--- src/csp_pkg.sv ---
// csp_pkg: constants, types and register map of the clocked serial shift port.
// assumes one 20 MHz clock, a 4-bit register port and a byte-wide shift path.
// How it works
// - control bit3 enables; pin function picks mode
// - control write reinitialises the interface
// - control sets clock pin, pin function data pins
// - shift data moves one bit per clock
// - data output undefined until driven or programmed
// - start command activates, clears bit counter
// - bit counter counts rising shift clock edges
// - eighth clock or abort: clear, flag, stop
// - prescaler ratio from divider bits and range bit
// - reset enters start wait, clocks ignored
// - start in start wait enters clock wait
// - first falling edge enters transfer state
// - control write returns to start wait
// - start during transfer restarts clock wait
// - end of byte: external waits, internal stops
// - pin function 00 internal gives continuous clock
// - idle states output follows idle level bit
// - noise clock wraps counter and sets flag
// - abort in first low pulse sets no flag
// - output lsb first on fall, sample on rise
// - control value acts two cycles after write
package csp_pkg;
   localparam int unsigned AW = 6;
   localparam int unsigned DW = 4;

   ////////////////////////////////////////////////////////////////////////////
   // register map
   localparam logic [5:0] ADDR_STATUS   = 6'h03;
   localparam logic [5:0] ADDR_PIN_FUNC = 6'h04;
   localparam logic [5:0] ADDR_CTRL     = 6'h05;
   localparam logic [5:0] ADDR_DATA_LO  = 6'h06;
   localparam logic [5:0] ADDR_DATA_HI  = 6'h07;
   localparam logic [5:0] ADDR_IDLE_CFG = 6'h25;

   localparam logic [3:0] RST_PIN_FUNC = 4'h0;
   localparam logic [3:0] RST_CTRL     = 4'h0;
   localparam logic [3:0] RST_IDLE_CFG = 4'h0;
   localparam logic [7:0] RST_DATA     = 8'h00;

   // field positions
   localparam int unsigned CTRL_EN_BIT    = 3;
   localparam logic [2:0]  SRC_SYSCLK     = 3'h6;
   localparam logic [2:0]  SRC_EXTERNAL   = 3'h7;
   localparam int unsigned PF_TX_BIT      = 0;
   localparam int unsigned PF_RX_BIT      = 1;
   localparam int unsigned PRESCALE_RANGE = 0;
   localparam int unsigned IDLE_LEVEL     = 1;
   localparam int unsigned STAT_FLAG_BIT  = 2;

   ////////////////////////////////////////////////////////////////////////////
   // prescaler half periods in clock cycles (shift clock period is twice)
   localparam int unsigned HALF_W = 13;
   localparam logic [12:0] HALF_SYSCLK = 13'h0001;
   localparam logic [12:0] HALF_TBL_0 [0:5] = '{13'h0800, 13'h0200, 13'h0080,
                                                13'h0020, 13'h0008, 13'h0002};
   localparam logic [12:0] HALF_TBL_1 [0:5] = '{13'h1000, 13'h0400, 13'h0100,
                                                13'h0040, 13'h0010, 13'h0004};

   localparam logic [2:0] CNT_LAST = 3'h7;
   localparam logic [2:0] CNT_ZERO = 3'h0;

   typedef enum logic [1:0] {
      CSP_START_WAIT = 2'b00,
      CSP_CLK_WAIT   = 2'b01,
      CSP_XFER       = 2'b11,
      CSP_CONT       = 2'b10
   } csp_state_e;
endpackage : csp_pkg

--- src/csp_edge_det.sv ---
// csp_edge_det: rising and falling edge pulses of the selected shift clock.
// assumes the level is already synchronous to ref_clk.
`timescale 1ns/100ps
module csp_edge_det (
   input  wire logic ref_clk,   // system clock
   input  wire logic arst_n,    // async reset, active low
   input  wire logic lvl,       // shift clock level
   output logic      rise,      // one-cycle rising pulse
   output logic      fall       // one-cycle falling pulse
);
   logic prev_r;

   // idle high, so a clock that starts high gives no false edge
   always_ff @(posedge ref_clk or negedge arst_n) begin
      if (!arst_n) begin
         prev_r <= 1'b1;
      end else begin
         prev_r <= lvl;
      end
   end

   assign rise = lvl & ~prev_r;
   assign fall = ~lvl & prev_r;
endmodule : csp_edge_det

--- src/csp_clk_gen.sv ---
// csp_clk_gen: internal shift clock from a half period count.
// assumes run drops whenever the interface leaves an active state.
`timescale 1ns/100ps
module csp_clk_gen
   import csp_pkg::*;
#(
   parameter int unsigned HW = HALF_W
) (
   input  wire logic          ref_clk,   // system clock
   input  wire logic          arst_n,    // async reset, active low
   input  wire logic          run,       // clock may toggle
   input  wire logic [HW-1:0] half,      // cycles per half period
   output logic               sck_lvl    // generated clock, idle high
);
   logic [HW-1:0] cnt_r;
   logic          lvl_r;

   always_ff @(posedge ref_clk or negedge arst_n) begin
      if (!arst_n) begin
         cnt_r <= '0;
         lvl_r <= 1'b1;
      end else if (!run) begin
         // stop high so the next start always opens with a falling edge
         cnt_r <= '0;
         lvl_r <= 1'b1;
      end else if (cnt_r >= half - HW'(1)) begin
         cnt_r <= '0;
         lvl_r <= ~lvl_r;
      end else begin
         cnt_r <= cnt_r + HW'(1);
      end
   end

   assign sck_lvl = lvl_r;
endmodule : csp_clk_gen

--- src/csp_top.sv ---
// csp_top: clocked serial shift port, byte transfers and continuous clock.
// assumes a synchronous register port with read data one cycle later, and
// a start strobe from the processor; pins are sampled on ref_clk.
`timescale 1ns/100ps
module csp_top
   import csp_pkg::*;
(
   input  wire logic          ref_clk,                 // 20 MHz clock
   input  wire logic          arst_n,                  // async reset, active low
   input  wire logic [AW-1:0] reg_addr,                // register address
   input  wire logic [DW-1:0] reg_wdata,               // write data
   input  wire logic          reg_wr,                  // write strobe
   input  wire logic          reg_rd,                  // read strobe
   output logic      [DW-1:0] reg_rdata,               // read data, next cycle
   input  wire logic          start_transfer_command,  // start strobe
   input  wire logic          sck_i,                   // shift clock pin in
   output logic               sck_o,                   // shift clock pin out
   output logic               sck_oe,                  // shift clock drive enable
   input  wire logic          si_i,                    // serial data in
   output logic               so_o,                    // serial data out
   output logic               so_oe,                   // serial data drive enable
   output logic               serial_irq_flag,         // transfer end flag
   output logic      [2:0]    bit_counter              // bit counter
);
   logic [3:0]    pin_function_select_r;
   logic [3:0]    serial_control_r;
   logic [3:0]    ctrl_eff_r;
   logic [3:0]    clock_idle_config_r;
   logic [7:0]    shift_r;
   logic [2:0]    cnt_r;
   logic          flag_r;
   logic          so_r;
   logic          so_valid_r;
   logic          so_oe_r;
   logic          sck_o_r;
   logic          sck_oe_r;
   logic [DW-1:0] rdata_r;
   csp_state_e    state_r;
   csp_state_e    state_nxt;

   logic          wr_ctrl;
   logic          wr_pf;
   logic          wr_idle;
   logic          wr_lo;
   logic          wr_hi;
   logic          wr_stat;
   logic          enabled;
   logic          internal;
   logic          cont_mode;
   logic          tx_en;
   logic          rx_en;
   logic [12:0]   half;
   logic          gen_lvl;
   logic          sck_lvl;
   logic          sck_rise;
   logic          sck_fall;
   logic          start;
   logic          first_low;
   logic          abort;
   logic          byte_done;
   logic          flag_set;
   logic          xfer_rise;
   logic          wait_fall;

   ////////////////////////////////////////////////////////////////////////////
   // register port decode
   always_comb begin
      wr_ctrl = 1'b0;
      wr_pf   = 1'b0;
      wr_idle = 1'b0;
      wr_lo   = 1'b0;
      wr_hi   = 1'b0;
      wr_stat = 1'b0;
      if (reg_wr && reg_addr == ADDR_CTRL) begin
         wr_ctrl = 1'b1;
      end else if (reg_wr && reg_addr == ADDR_PIN_FUNC) begin
         wr_pf = 1'b1;
      end else if (reg_wr && reg_addr == ADDR_IDLE_CFG) begin
         wr_idle = 1'b1;
      end else if (reg_wr && reg_addr == ADDR_DATA_LO) begin
         wr_lo = 1'b1;
      end else if (reg_wr && reg_addr == ADDR_DATA_HI) begin
         wr_hi = 1'b1;
      end else if (reg_wr && reg_addr == ADDR_STATUS) begin
         wr_stat = 1'b1;
      end
   end

   always_ff @(posedge ref_clk or negedge arst_n) begin
      if (!arst_n) begin
         pin_function_select_r <= RST_PIN_FUNC;
         serial_control_r      <= RST_CTRL;
         clock_idle_config_r   <= RST_IDLE_CFG;
      end else begin
         if (wr_pf) begin
            pin_function_select_r <= reg_wdata;
         end
         if (wr_ctrl) begin
            serial_control_r <= reg_wdata;
         end
         if (wr_idle) begin
            clock_idle_config_r <= reg_wdata;
         end
      end
   end

   // mode bits act one cycle after the stored value, two after the write
   always_ff @(posedge ref_clk or negedge arst_n) begin
      if (!arst_n) begin
         ctrl_eff_r <= RST_CTRL;
      end else begin
         ctrl_eff_r <= serial_control_r;
      end
   end

   always_ff @(posedge ref_clk or negedge arst_n) begin
      if (!arst_n) begin
         rdata_r <= '0;
      end else if (reg_rd && reg_addr == ADDR_DATA_LO) begin
         rdata_r <= shift_r[3:0];
      end else if (reg_rd && reg_addr == ADDR_DATA_HI) begin
         rdata_r <= shift_r[7:4];
      end else if (reg_rd && reg_addr == ADDR_STATUS) begin
         rdata_r <= {1'b0, flag_r, state_r};
      end else begin
         rdata_r <= '0;
      end
   end

   ////////////////////////////////////////////////////////////////////////////
   // mode and clock source
   assign enabled   = ctrl_eff_r[CTRL_EN_BIT];
   assign internal  = ctrl_eff_r[2:0] != SRC_EXTERNAL;
   assign tx_en     = pin_function_select_r[PF_TX_BIT];
   assign rx_en     = pin_function_select_r[PF_RX_BIT];
   assign cont_mode = internal && !tx_en && !rx_en;

   always_comb begin
      half = HALF_SYSCLK;
      if (ctrl_eff_r[2:0] < SRC_SYSCLK) begin
         if (clock_idle_config_r[PRESCALE_RANGE]) begin
            half = HALF_TBL_1[ctrl_eff_r[2:0]];
         end else begin
            half = HALF_TBL_0[ctrl_eff_r[2:0]];
         end
      end
   end

   csp_clk_gen #(
      .HW (HALF_W)
   ) u_gen (
      .ref_clk (ref_clk),
      .arst_n  (arst_n),
      .run     (enabled && internal && state_r != CSP_START_WAIT && !wr_ctrl),
      .half    (half),
      .sck_lvl (gen_lvl)
   );

   assign sck_lvl = internal ? gen_lvl : sck_i;

   csp_edge_det u_edge (
      .ref_clk (ref_clk),
      .arst_n  (arst_n),
      .lvl     (sck_lvl),
      .rise    (sck_rise),
      .fall    (sck_fall)
   );

   ////////////////////////////////////////////////////////////////////////////
   // transfer state machine
   assign start     = start_transfer_command && enabled;
   // first low pulse: one falling edge seen, no rising yet
   assign first_low = cnt_r == CNT_ZERO && !sck_lvl;
   assign abort     = state_r == CSP_XFER && (wr_ctrl || start);
   assign xfer_rise = state_r == CSP_XFER && sck_rise && !wr_ctrl && !start;
   assign byte_done = xfer_rise && cnt_r == CNT_LAST;
   assign wait_fall = state_r == CSP_CLK_WAIT && sck_fall && !wr_ctrl && !start;
   assign flag_set  = byte_done || (abort && !first_low);

   always_comb begin
      state_nxt = state_r;
      if (wr_ctrl) begin
         state_nxt = CSP_START_WAIT;
      end else begin
         case (state_r)
            CSP_START_WAIT: begin
               if (start) begin
                  state_nxt = CSP_CLK_WAIT;
               end
            end
            CSP_CLK_WAIT: begin
               if (wait_fall) begin
                  state_nxt = cont_mode ? CSP_CONT : CSP_XFER;
               end
            end
            CSP_XFER: begin
               if (start) begin
                  state_nxt = CSP_CLK_WAIT;
               end else if (byte_done) begin
                  // external clock may carry a noise pulse: stay armed
                  state_nxt = internal ? CSP_START_WAIT : CSP_CLK_WAIT;
               end
            end
            CSP_CONT: begin
               state_nxt = CSP_CONT;
            end
            default: begin
               state_nxt = CSP_START_WAIT;
            end
         endcase
      end
   end

   always_ff @(posedge ref_clk or negedge arst_n) begin
      if (!arst_n) begin
         state_r <= CSP_START_WAIT;
      end else begin
         state_r <= state_nxt;
      end
   end

   // bit counter
   always_ff @(posedge ref_clk or negedge arst_n) begin
      if (!arst_n) begin
         cnt_r <= CNT_ZERO;
      end else if (wr_ctrl || start) begin
         cnt_r <= CNT_ZERO;
      end else if (xfer_rise) begin
         cnt_r <= cnt_r + 3'h1;
      end
   end

   // interrupt flag: hardware set beats software clear
   always_ff @(posedge ref_clk or negedge arst_n) begin
      if (!arst_n) begin
         flag_r <= 1'b0;
      end else if (flag_set) begin
         flag_r <= 1'b1;
      end else if (wr_stat && !reg_wdata[STAT_FLAG_BIT]) begin
         flag_r <= 1'b0;
      end
   end

   ////////////////////////////////////////////////////////////////////////////
   // shift register and data output
   always_ff @(posedge ref_clk or negedge arst_n) begin
      if (!arst_n) begin
         shift_r <= RST_DATA;
      end else if (wr_lo) begin
         shift_r[3:0] <= reg_wdata;
      end else if (wr_hi) begin
         shift_r[7:4] <= reg_wdata;
      end else if (xfer_rise) begin
         shift_r <= {rx_en ? si_i : 1'b0, shift_r[7:1]};
      end
   end

   always_ff @(posedge ref_clk or negedge arst_n) begin
      if (!arst_n) begin
         so_r       <= 1'b1;
         so_valid_r <= 1'b0;
      end else if ((state_nxt == CSP_XFER) && sck_fall) begin
         so_r       <= shift_r[0];
         so_valid_r <= 1'b1;
      end else if (state_r != CSP_XFER && state_r != CSP_CONT) begin
         // the pin moves in the same cycle as the idle level write
         so_r <= wr_idle ? reg_wdata[IDLE_LEVEL] : clock_idle_config_r[IDLE_LEVEL];
         if (wr_idle) begin
            so_valid_r <= 1'b1;
         end
      end
   end

   ////////////////////////////////////////////////////////////////////////////
   // pin drivers
   always_ff @(posedge ref_clk or negedge arst_n) begin
      if (!arst_n) begin
         so_oe_r  <= 1'b0;
         sck_o_r  <= 1'b1;
         sck_oe_r <= 1'b0;
      end else begin
         so_oe_r  <= enabled && tx_en && so_valid_r;
         sck_o_r  <= gen_lvl;
         sck_oe_r <= enabled && internal;
      end
   end

   assign reg_rdata       = rdata_r;
   assign sck_o           = sck_o_r;
   assign sck_oe          = sck_oe_r;
   assign so_o            = so_r;
   assign so_oe           = so_oe_r;
   assign serial_irq_flag = flag_r;
   assign bit_counter     = cnt_r;
endmodule : csp_top

--- config.mk ---
export PLATFORM = sky130hd
export DESIGN_NAME = csp_top
export DESIGN_NICKNAME = d
export VERILOG_FILES = /design/src/csp_pkg.sv /design/src/csp_edge_det.sv /design/src/csp_clk_gen.sv /design/src/csp_top.sv
export SDC_FILE = /design/constraint.sdc
export NUM_CORES = 1
export LEC_CHECK = 0
export ABC_CLOCK_PERIOD_IN_PS = 4900
export BUFFER_PORTS_ARGS = -buffer_cell sky130_fd_sc_hd__buf_4
export CORE_ASPECT_RATIO = 0.9
export CORE_MARGIN = 2
export CORE_UTILIZATION = 60
export CTS_CLUSTER_SIZE = 28
export DETAILED_ROUTE_END_ITERATION = 10
export GPL_ROUTABILITY_DRIVEN = 0
export MAX_ROUTING_LAYER = met4
export PLACE_DENSITY = 0.81
export RECOVER_POWER = 50
export SETUP_SLACK_MARGIN = 0.1
export SLEW_MARGIN = 20
export SYNTH_ARGS = -nofsm -noshare
export SYNTH_HDL_FRONTEND = slang
export SYNTH_SLANG_ARGS = --single-unit
--- constraint.sdc ---
create_clock -name ref_clk -period 4.9 [get_ports ref_clk]
set_input_delay 0.98 -clock ref_clk [delete_from_list [all_inputs] [get_ports ref_clk]]
set_output_delay 0.98 -clock ref_clk [all_outputs]
set_load 0.02 [all_outputs]
==> metrics.md, run 1 <==
| Metric | Value |
|---|---|
| Outcome | `complete, but fails checks` |
| Failing checks | `capacitance limit, slew limit` |
| Worst Setup SP | `arst_n` |
| Avg Cell Area, Syn | `between 10 and 15 um2` |
| CP max FO | `50` |
| IR drop worst, VDD | `~0.23 mV` |
| Hold_buf cts | `0` |
| CP arrival | `between 2000 and 3000 ps` |
| Wire length per cell | `between 15 and 20 um` |
| Setup TNS Final | `0 ps` |
| Sequential-to-total area share from yosys stat | `between 40% and 50%` |
| Ratio of final minimum period to clock period | `about three fifths` |
| Post-synth top area share | `slightly above 40%` |
| Post-route ant nets | `0` |
| Sw Pwr | `approximately 280 uW` |
| FMAX | `342 MHz` |
| DR vias/cell | `5.63` |
| Endpoints failing hold | `0` |
| Pwr Density | `roughly 310 nW/um2` |
| Max-slew headroom | `-72.5%` |
| Num CTS Buffers | `5` |
| CP peak stage delay | `between 1500 and 2000 ps` |
| GR Overflow Total | `0` |
| Worst Hold Path Cells | `0` |
| Final HPWL DP | `between 3000 and 4000 um` |
| Nature of the critical path endpoint | `asynchronous set/reset pin` |
| Crit-path cells | `clkbuf_1` |
| R2r worst-path depth | `7` |
| Die width | `between 70 and 80 um` |
| Flop pwr share | `51.1%` |
| RR Startpoint | `ctrl_eff_r[2]$_DFF_PN0_` |
| Bufs and invs on worst path | `1` |
| Mapped cell area | `roughly 2800 um2` |
| P_int | `roughly 700 uW` |
| Largest net degree at the start of global routing | `roughly 50` |
| Final setup viols | `0` |
| Via count | `between 1500 and 2000` |
| Core area | `approximately 4500 um2` |
| Family with the most delay on the worst path | `buffers and inverters` |
| TritonRoute pass-1 iters | `4` |
| Startpoint types | `primary input` |
| Pins Over Slew Limit | `about 50` |
| Die ar. | `~5300 um2` |
| CP required | `between 4000 and 5000 ps` |
| WS Path Type | `primary input to asynchronous set/reset pin` |
| Synthesized Nets | `about 300` |
| Worst Hold Class | `register to register` |
| Skew final | `a little over 5 ps` |
| First-pass GRT wire length | `about 8900 um` |
| Synth async-reset ratio | `between 90% and 100%` |
| Total GRT Usage | `about 23%` |
| Clock transition at the registers of the reported paths | `about 90 ps` |
| I/O pin total | `29` |
| Area leader, netlist | `dfrtp_1` |
| Combinational share of power | `18.1%` |
| Clock Tree Buf Depth | `2` |
| Nets | `323` |
| Antenna cells | `0` |
| Switching part of the total | `28.6%` |
| Setup slack at placement | `roughly 2100 ps` |
| Yosys cell types | `just over 50` |
| Area Overhead vs Synth | `11.3%` |
| Crit-path slowest cell | `clkbuf_1` |
| Die Y | `roughly 69 um` |
| Initial antenna violation count | `0` |
| First DRT Iteration DRCs | `between 100 and 150` |
| Initial cell density of the core | `roughly 63%` |
| Htree depth | `2` |
| Post-synth EDFFs | `0` |
| TritonCTS clock tree | `yes` |
| Synth area leaders | `dfrtp_1 (41%), ha_1 (7.6%), mux2_2 (4.8%)` |
| Setup repair bufs after CTS | `0` |
| Maxcap violations | `1` |
| Synth Instances | `262` |
| Number of I/O port buffers | `28` |
| Worst Max-Slew Pin Slew | `2590 ps` |
| Clk pwr share | `between 30% and 40%` |
| Final WL | `5330 um` |
| Crit path depth | `1` |
| Residual DRC | `0` |
| Gates resized, CTS repair | `0` |
| Pleak | `1.48 nW` |
| Prevailing post-synth register cell | `dfrtp_1` |
| Root buffer cell | `clkbuf_8` |
| Hold_sp | `serial_control_r[0]$_DFFE_PN0P_` |
| RSZ-0062 raised after global routing | `no` |
| Post-synthesis register bit count | `50` |
| Yosys warnings | `0` |
| Vias in the first global route | `between 1500 and 2000` |
| CTS sink count | `50` |
| Setup ws final | `about 2000 ps` |
| Num rows | `23` |
| Minimum clock period | `between 2000 and 3000 ps` |
| Share of cells above drive strength 1 | `between 20 and 25%` |
| Clk_lat worst skew | `approximately 310 ps` |
## cell usage in the layout, fill, tap and decap left out, types with 9 or more instances in the layout
cell type	count
dfrtp_1	46
nor2_1	31
buf_4	27
nand2_1	22
ha_1	17
nand3_1	12
mux2_2	12
inv_1	11
a21oi_1	10
mux2i_1	9
## cell type report
type	instances	area (um2)
Tap cell	62	77.6
Sequential cell	50	1260
Inverter	11	41.3
Timing Repair Buffer	28	206
Multi-Input combinational cell	193	1430
Fill cell	374	1360
Clock inverter	1	30.0
Clock buffer	7	86.3
## power by group through the flow
stage | registers (mW) | logic, mW | clock network (mW)
2_1_floorplan | 0.500 | 0.137 | 0
3_3_place_gp | 0.510 | 0.173 | 0
3_5_place_dp | 0.510 | 0.179 | 0
4_1_cts | 0.504 | 0.180 | 0.306
5_1_grt | 0.512 | 0.200 | 0.323
6_report | 0.503 | 0.178 | 0.303
## layer usage
metal	wire, um	GRT usage [%]
met1	2690	31.7
met3	257	5.34
met5	0	-
met2	2320	33.5
met4	64	6.14
## kinds of logic (layout without fill, tap and decap cells)
kind of cell | count (synthesis) | after routing | synth area share, %
AO/OA/AOI/OAI | 37 | 37 | 9.21
XOR/XNOR | 12 | 12 | 3.74
adder cells (fa/ha/maj) | 17 | 17 | 7.57
buffers and inverters | 19 | 47 | 4.01
flip-flops | 50 | 50 | 44.7
multiplexers | 27 | 27 | 11.5
other | 1 | 1 | 0.133
AND/OR/NAND/NOR | 99 | 99 | 19.2
## registers in the layout, summed over array words and instances (netlist names)
signal / cells
u_gen.cnt_r: 13
shift_r: 8
ctrl_eff_r: 4
reg_rdata: 4
serial_control_r: 4
bit_counter: 3
clock_idle_config_r: 2
pin_function_select_r: 2
state_r: 2
sck_o: 1
sck_oe: 1
serial_irq_flag: 1
so_o: 1
so_oe: 1
so_valid_r: 1
u_edge.prev_r: 1
u_gen.sck_lvl: 1
## per-stage QoR
step | power (mW) | cells | utilization, % | instance area, um2 | hold slack, ps
after global placement | 0.683 | 344 | 67.4 | 3030 | 356
final | 0.984 | 352 | 69.7 | 3130 | 382
after detailed placement | 0.690 | 344 | 67.4 | 3030 | 363
after floorplan | 0.637 | 262 | - | 2810 | 350
after global routing | 1.03 | 352 | 69.7 | 3130 | 403
after CTS | 0.990 | 352 | 70.0 | 3140 | 381
## path summary, 6_finish.rpt
path                                                      end  slack [ps]
setup reg to reg                     u_gen.cnt_r[4]$_DFF_PN0_        2180
setup / recovery           clock_idle_config_r[1]$_DFFE_PN0P_        1970
hold / removal                        ctrl_eff_r[0]$_DFF_PN0_         380
min in group asynchronous            u_gen.cnt_r[8]$_DFF_PN0_        1480
hold reg to reg                       ctrl_eff_r[0]$_DFF_PN0_         380
max in group ref_clk                 u_gen.cnt_r[4]$_DFF_PN0_        2180
## synth_stat cells (2+ instances only)
cell      number
ha_1          17
dfstp_2        4
clkbuf_1       2
mux2_2        12
o21ai_0        4
a22oi_1        4
and4_1         2
mux2i_1        9
mux2_4         5
nor3_1         6
dfrtp_1       46
and3_1         4
o21a_1         4
xnor2_1        6
nand4_1        2
xor2_1         6
nor3b_1        2
a21o_1         3
nand2b_1       2
a221oi_1       2
inv_1         11
nand3_1       11
o211ai_1       3
a21oi_1       10
nor2_1        31
buf_6          5
nand4b_1       3
nand2_1       22
and2_1         2
Note: power is estimated with default switching activity, not from simulation.
==> run 2, diff against run 1 <==
Settings changed: ABC_CLOCK_PERIOD_IN_PS 4900 to 2600, CORE_UTILIZATION 60 to 53, PLACE_DENSITY 0.81 to 0.76.
Clock period 4.9 ns to 2.6 ns, I/O delays scaled along.
==> run 2 against run 1 <==
The run now ends clean. Core utilization down 8.3 points. Register-to-register slack worse by 1800 ps. Setup slack got worse by 1600 ps. Hold slack better by 3.3 ps. Largest cell class unchanged. Global-route usage down 1.9 points. First-iteration DRC count is 20% lower. Routed wire length up 2.3%. Sequential power up 91%. Clock power up 91%. Non-clock buffer count rose by 4. Final cell count rose by 2.6%. Combinational power is 93% higher.
==> metrics.md, run 2 (synthesis gave the netlist of run 1 again) <==
| Metric | Value |
|---|---|
| Setup ws final | `382 ps (-1590 ps)` |
| TritonCTS clock tree | `yes` |
| Worst Max-Slew Pin Slew | `1170 ps (-1420 ps)` |
| Final WL | `5450 um (+2.3%)` |
| Residual DRC | `0 (unchanged)` |
| Num rows | `25 (+8.7%)` |
| GR Overflow Total | `0 (unchanged)` |
| First DRT Iteration DRCs | `108 (-20%)` |
| Post-route ant nets | `0 (unchanged)` |
| R2R Setup Slk | `380 ps (-1800 ps)` |
| RR Startpoint | `ctrl_eff_r[2]$_DFF_PN0_` |
| Vias in the first global route | `1889 (+1.1%)` |
| Initial cell density of the core | `54.1% (-8.5 points)` |
| Most frequent cells in the layout | `dfrtp_1 (46), buf_4 (31), nor2_1 (30)` |
| Worst Hold Path Cells | `0 (unchanged)` |
| CP max FO | `13 (-74%)` |
| Outcome | `finished clean` |
| Reg area | `1260 um2 (unchanged)` |
| Worst Hold Class | `register to register` |
| WS Path Type | `register to register` |
| Top Registers | `u_gen.cnt_r: 13 flops, shift_r: 8 flops` |
| Maxcap violations | `0 (-1)` |
| Fill cells | `460 (+23%)` |
| Die width | `80.8 um (+6.1%)` |
| Die ar. | `5900 um2 (+12%)` |
| Setup TNS Final | `0 ps (unchanged)` |
| Setup slack at placement | `290 ps (-1830 ps)` |
| FMAX | `~450 MHz` |
| Clock Tree Buf Depth | `2 (unchanged)` |
| First-pass GRT wire length | `8980 um (+1.3%)` |
| Hold path endpoint | `ctrl_eff_r[2]$_DFF_PN0_` |
| Via count | `1978 (-0.15%)` |
| Share of cells above drive strength 1 | `24.5% (+2.4 points)` |
| CTS sink count | `50 (unchanged)` |
| Antenna cells | `0 (unchanged)` |
| Most common cell after layout, fill and taps aside | `dfrtp_1` |
| Final HPWL DP | `4130 um (+4.5%)` |
| CP required | `2840 ps (-1940 ps)` |
| Startpoint types | `register` |
| Number of I/O port buffers | `28 (unchanged)` |
| TritonRoute pass-1 iters | `4 (unchanged)` |
| Core area | `5190 um2 (+16%)` |
| Minimum clock period | `roughly 2200 ps` |
| Footprint of the multi-input gates | `1450 um2 (+1.1%)` |
| Pins Over Slew Limit | `0 (-100%)` |
| Area Overhead vs Synth | `13.3%` |
| Max reg flops | `13 (unchanged)` |
| Total GRT Usage | `20.7% (-1.9 points)` |
| I/O pin total | `29 (unchanged)` |
| Clk_lat worst skew | `310 ps (about the same)` |
| Hold_sp | `serial_control_r[2]$_DFFE_PN0P_` |
| Nature of the critical path endpoint | `register` |
| Final setup viols | `0 (unchanged)` |
| RSZ-0062 raised after global routing | `no` |
| Htree depth | `2 (unchanged)` |
| Num CTS Buffers | `5 (unchanged)` |
| Setup repair bufs after CTS | `0 (unchanged)` |
| R2r worst-path depth | `9 (+2)` |
| Wire length per cell | `15.1 um (-0.30%)` |
| Endpoints failing hold | `0 (unchanged)` |
| Max-slew headroom | `21.9% (+94 points)` |
| Skew final | `6.82 ps (+1.62 ps)` |
| Clock transition at the registers of the reported paths | `90 ps (about the same)` |
| Initial antenna violation count | `0 (unchanged)` |
| DR vias/cell | `5.48 (-2.6%)` |
| Root buffer cell | `clkbuf_8` |
| CP arrival | `2460 ps (-340 ps)` |
| Die Y | `73.1 um (+6.0%)` |
| Pleak | `1.50 nW (+1.8%)` |
| Largest Register | `u_gen.cnt_r` |
| Pwr Density | `591 nW/um2 (+88%)` |
| Ratio of final minimum period to clock period | `85.3%` |
| Nets | `327 (+1.2%)` |
| Reg-to-Reg End | `u_gen.cnt_r[4]$_DFF_PN0_` |
| Largest net degree at the start of global routing | `51 (unchanged)` |
| IR drop worst, VDD | `0.461 mV (+100%)` |
-- run 2: cell types whose count changed in the layout (fill, tap and decap cells not counted) --
cell	delta
nand3_1	-1
clkbuf_2	+1
clkbuf_1	-2
buf_4	+4
nor2_1	-1
nand3_4	+1
inv_6	+1
nor2_2	+1
-- run 2: layer usage --
| metal | vias up | track usage (%) | share of wire (%) |
|---|---|---|---|
| met4 | 0 | 5.27 | 0.62 |
| met2 | 31 | 31.0 | 47 |
| met1 | 962 | 29.2 | 49 |
| li1 | 983 | - | - |
| met5 | - | - | 0 |
| met3 | 2 | 4.08 | 3.5 |
-- run 2: how the worst max path moves through the flow --
stage | from | endpoint | slack, ps
3_3_place_gp | reg_addr[4] | so_o$_DFFE_PN1P_ | 370
6_report | ctrl_eff_r[2]$_DFF_PN0_ | u_gen.cnt_r[4]$_DFF_PN0_ | 380
2_1_floorplan | ctrl_eff_r[2]$_DFF_PN0_ | u_gen.cnt_r[11]$_DFF_PN0_ | 460
3_5_place_dp | reg_addr[4] | so_o$_DFFE_PN1P_ | 290
5_1_grt | ctrl_eff_r[0]$_DFF_PN0_ | u_gen.cnt_r[8]$_DFF_PN0_ | 150
4_1_cts | ctrl_eff_r[2]$_DFF_PN0_ | u_gen.cnt_r[4]$_DFF_PN0_ | 300
-- run 2: layout make-up --
| type | count | share of cell area [%] |
|---|---|---|
| multi-input combinational | 193 | 45.4 |
| sequential | 50 | 39.4 |
| timing repair buffer | 32 | 7.46 |
| tap | 67 | 2.63 |
| clock buffer | 6 | 2.59 |
| inverter | 11 | 1.30 |
| clock inverter | 2 | 1.22 |
-- run 2: worst max-delay path, cell delays in order (launching register included) --
cell and delay, ps:
dfrtp_1 520, nor2_2 220, inv_1 70, ha_1 290, a211oi_1 190, o21ai_0 120, a221oi_1 290, o211ai_1 140
buf_4 200, nor2_1 120
-- run 2: report_power, final --
| group | switching [mW] | internal (mW) |
|---|---|---|
| combinational | 0.183 | 0.160 |
| clock | 0.263 | 0.317 |
| sequential | 0.101 | 0.858 |
-- run 2: timing repair --
action | 4_1_cts | 5_1_grt
endpoints found under the setup margin | 0 | 3
endpoints found under the hold margin | 0 | 0
hold buffers | 0 | 0
gates resized for setup | 0 | 1
-- run 2: stage by stage --
stage	instance area, um2	power [mW]	hold slack, ps	std cells	utilization (%)
3_3_place_gp	3060	1.30	356	353	59.0
5_1_grt	3190	1.99	391	361	61.3
2_1_floorplan	2810	1.20	224	262	-
3_5_place_dp	3060	1.31	364	353	59.0
4_1_cts	3190	1.89	243	361	61.3
6_report	3190	1.88	385	361	61.3
==> run 3, diff against run 2 <==
Settings changed: ABC_CLOCK_PERIOD_IN_PS 2600 to 2100, CORE_UTILIZATION 53 to 59, PLACE_DENSITY 0.76 to 0.8.
Clock period 2.6 ns to 2.1 ns, I/O delays scaled along.
==> run 3 against run 2 <==
The run now ends with setup timing left. Global-route usage increased by 5.5 points. Sequential power increased by 23%. Maximum frequency increased by 1.8%. Core utilization increased by 15 points. Largest power group unchanged. Power increased by 29%. Count of clock-buffer cells in the layout decreased by 1. Non-clock buffer count increased by 20. Critical path type unchanged. Final cell count increased by 4.2%. First-iteration DRC count increased by 66%. Largest cell class unchanged. Routed wire length increased by 18%.
==> metrics.md, run 3 (synthesis gave the netlist of run 1 again) <==
| Metric | Value |
|---|---|
| Pleak | `1.60 nW (+6.6%)` |
| Skew final | `5.56 ps (-1.25 ps)` |
| Die width | `76.8 um (-5.0%)` |
| Area Overhead vs Synth | `23.3%` |
| First-pass GRT wire length | `10600 um (+18%)` |
| Top Registers | `u_gen.cnt_r: 13 flops, shift_r: 8 flops` |
| Total GRT Usage | `26.3% (+5.5 points)` |
| TritonCTS clock tree | `yes` |
| Minimum clock period | `2180 ps (-39.9 ps)` |
| CP max FO | `7 (-6)` |
| Final Cell Area | `3470 um2 (+8.8%)` |
| FMAX | `459 MHz (+1.8%)` |
| Startpoint types | `register` |
| Wire length per cell | `17.0 um (+13%)` |
| Reg area | `1260 um2 (+0.10%)` |
| CP arrival | `2380 ps (-80 ps)` |
| GR Overflow Total | `0 (unchanged)` |
| Most frequent cells in the layout | `buf_4 (48), dfrtp_1 (45), nor2_1 (23)` |
| Endpoints failing hold | `0 (unchanged)` |
| Max-slew headroom | `17.9% (-4.0 points)` |
| Worst Max-Slew Pin Slew | `1230 ps (+59.6 ps)` |
| Core area | `4520 um2 (-13%)` |
| Largest net degree at the start of global routing | `51 (unchanged)` |
| Initial cell density of the core | `62.2% (+8.1 points)` |
| Final WL | `6410 um (+18%)` |
| Via count | `2164 (+9.4%)` |
| Number of I/O port buffers | `28 (unchanged)` |
| Largest Register | `u_gen.cnt_r` |
| Failing checks | `setup timing` |
| Setup ws final | `-78.0 ps (-460 ps)` |
| Ratio of final minimum period to clock period | `104% (+18 points)` |
| DR vias/cell | `5.76 (+5.0%)` |
| Hold_buf cts | `0 (unchanged)` |
| Fin util | `76.7% (+15 points)` |
| Maxcap violations | `0 (unchanged)` |
| CP required | `2300 ps (-540 ps)` |
| Pwr Density | `700 nW/um2 (+18%)` |
| Max reg flops | `13 (unchanged)` |
| TritonRoute pass-1 iters | `5 (+1)` |
| Clk_lat worst skew | `300 ps (about the same)` |
| Crit-path cells | `buf_6 > o21bai_1 > ha_1 > nand3_1 > or3_1 > o211ai_1 > buf_4 > nor2_1` |
| Antenna cells | `0 (unchanged)` |
| Footprint of the multi-input gates | `1580 um2 (+9.2%)` |
| Root buffer cell | `clkbuf_8` |
| Die Y | `69.5 um (-4.9%)` |
| Clock transition at the registers of the reported paths | `90 ps (about the same)` |
| RSZ-0062 raised after global routing | `yes` |
| Fill cells | `285 (-38%)` |
| CTS sink count | `50 (unchanged)` |
| CP peak stage delay | `460 ps (-60 ps)` |
| Die ar. | `5330 um2 (-9.6%)` |
| Vias in the first global route | `2132 (+13%)` |
| First DRT Iteration DRCs | `179 (+66%)` |
| Initial antenna violation count | `0 (unchanged)` |
| Final setup viols | `13 (+13)` |
| Crit-path slowest cell | `dfrtp_2` |
| Hold_ws | `364 ps (-21.7 ps)` |
| Outcome | `complete, but fails checks` |
| Nets | `347 (+6.1%)` |
| I/O pin total | `29 (unchanged)` |
| Setup TNS Final | `-841 ps (-841 ps)` |
| Pwr Total | `2.42 mW (+29%)` |
| Pins Over Slew Limit | `0 (unchanged)` |
| Num rows | `23 (-8.0%)` |
| Nature of the critical path endpoint | `register` |
| Clock Tree Buf Depth | `2 (unchanged)` |
| Most common cell after layout, fill and taps aside | `buf_4` |
| Residual DRC | `0 (unchanged)` |
| Htree depth | `2 (unchanged)` |
| DP Area | `3160 um2 (+3.1%)` |
| IR drop worst, VDD | `0.798 mV (+73%)` |
| WS Path Type | `register to register` |
| Final HPWL DP | `4430 um (+7.3%)` |
| Num CTS Buffers | `5 (unchanged)` |
| Share of cells above drive strength 1 | `37.9% (+13 points)` |
| Worst Hold Class | `primary input to asynchronous set/reset pin` |
| Post-route ant nets | `0 (unchanged)` |
[run 3: report_power, final]
group / switching (mW) / internal (mW)
clock: 0.326 / 0.357
combinational: 0.296 / 0.261
sequential: 0.121 / 1.06
total: 0.743 / 1.68
[run 3: what timing repair did]
action	4_1_cts	5_1_grt
gates resized for setup	22	11
setup buffers	3	4
gates cloned	1	0
setup endpoints to repair	14	23
pin swaps	10	7
hold endpoints to repair	0	0
[run 3: layer usage]
layer  share of wire [%]  track usage, %
met1                  46            36.4
met2                  48            40.2
met3                 5.7            5.08
met4                0.90            6.26
met5                   0               -
[run 3: per-stage QoR]
step | std cells | worst slack [ps]
after floorplan | 262 | 91.1
after global placement | 360 | 30.8
after detailed placement | 360 | -24.3
after CTS | 372 | 6.95
after global routing | 376 | -233
final | 376 | -78.0
[run 3: area by class of cell]
type,instances,share of cell area [%]
Clock buffer,5,1.99
Clock inverter,3,1.26
Inverter,11,1.19
Multi-Input combinational cell,193,45.5
Sequential cell,50,36.3
Tap cell,62,2.24
Timing Repair Buffer,52,11.5
[run 3: worst paths after layout]
| kind | from | end | slack [ps] | cells past startpoint |
|---|---|---|---|---|
| max | ctrl_eff_r[2]$_DFF_PN0_ | u_gen.cnt_r[3]$_DFF_PN0_ | -80 | 8 |
| min | arst_n | u_gen.cnt_r[2]$_DFF_PN0_ | 360 | 1 |
| max reg2reg | ctrl_eff_r[2]$_DFF_PN0_ | u_gen.cnt_r[3]$_DFF_PN0_ | -80 | 8 |
| min reg2reg | serial_control_r[3]$_DFFE_PN0P_ | ctrl_eff_r[3]$_DFF_PN0_ | 380 | 0 |
| max in group asynchronous | arst_n | ctrl_eff_r[2]$_DFF_PN0_ | 920 | 1 |
| min in group ref_clk | serial_control_r[3]$_DFFE_PN0P_ | ctrl_eff_r[3]$_DFF_PN0_ | 380 | 0 |
[run 3: critical path, delay by kind of cell (launching register included)]
kind,cells,cell delay (ps)
simple gates,3,540
compound gates,2,420
flops,1,460
fa+ha+maj,1,300
buf+inv,2,370
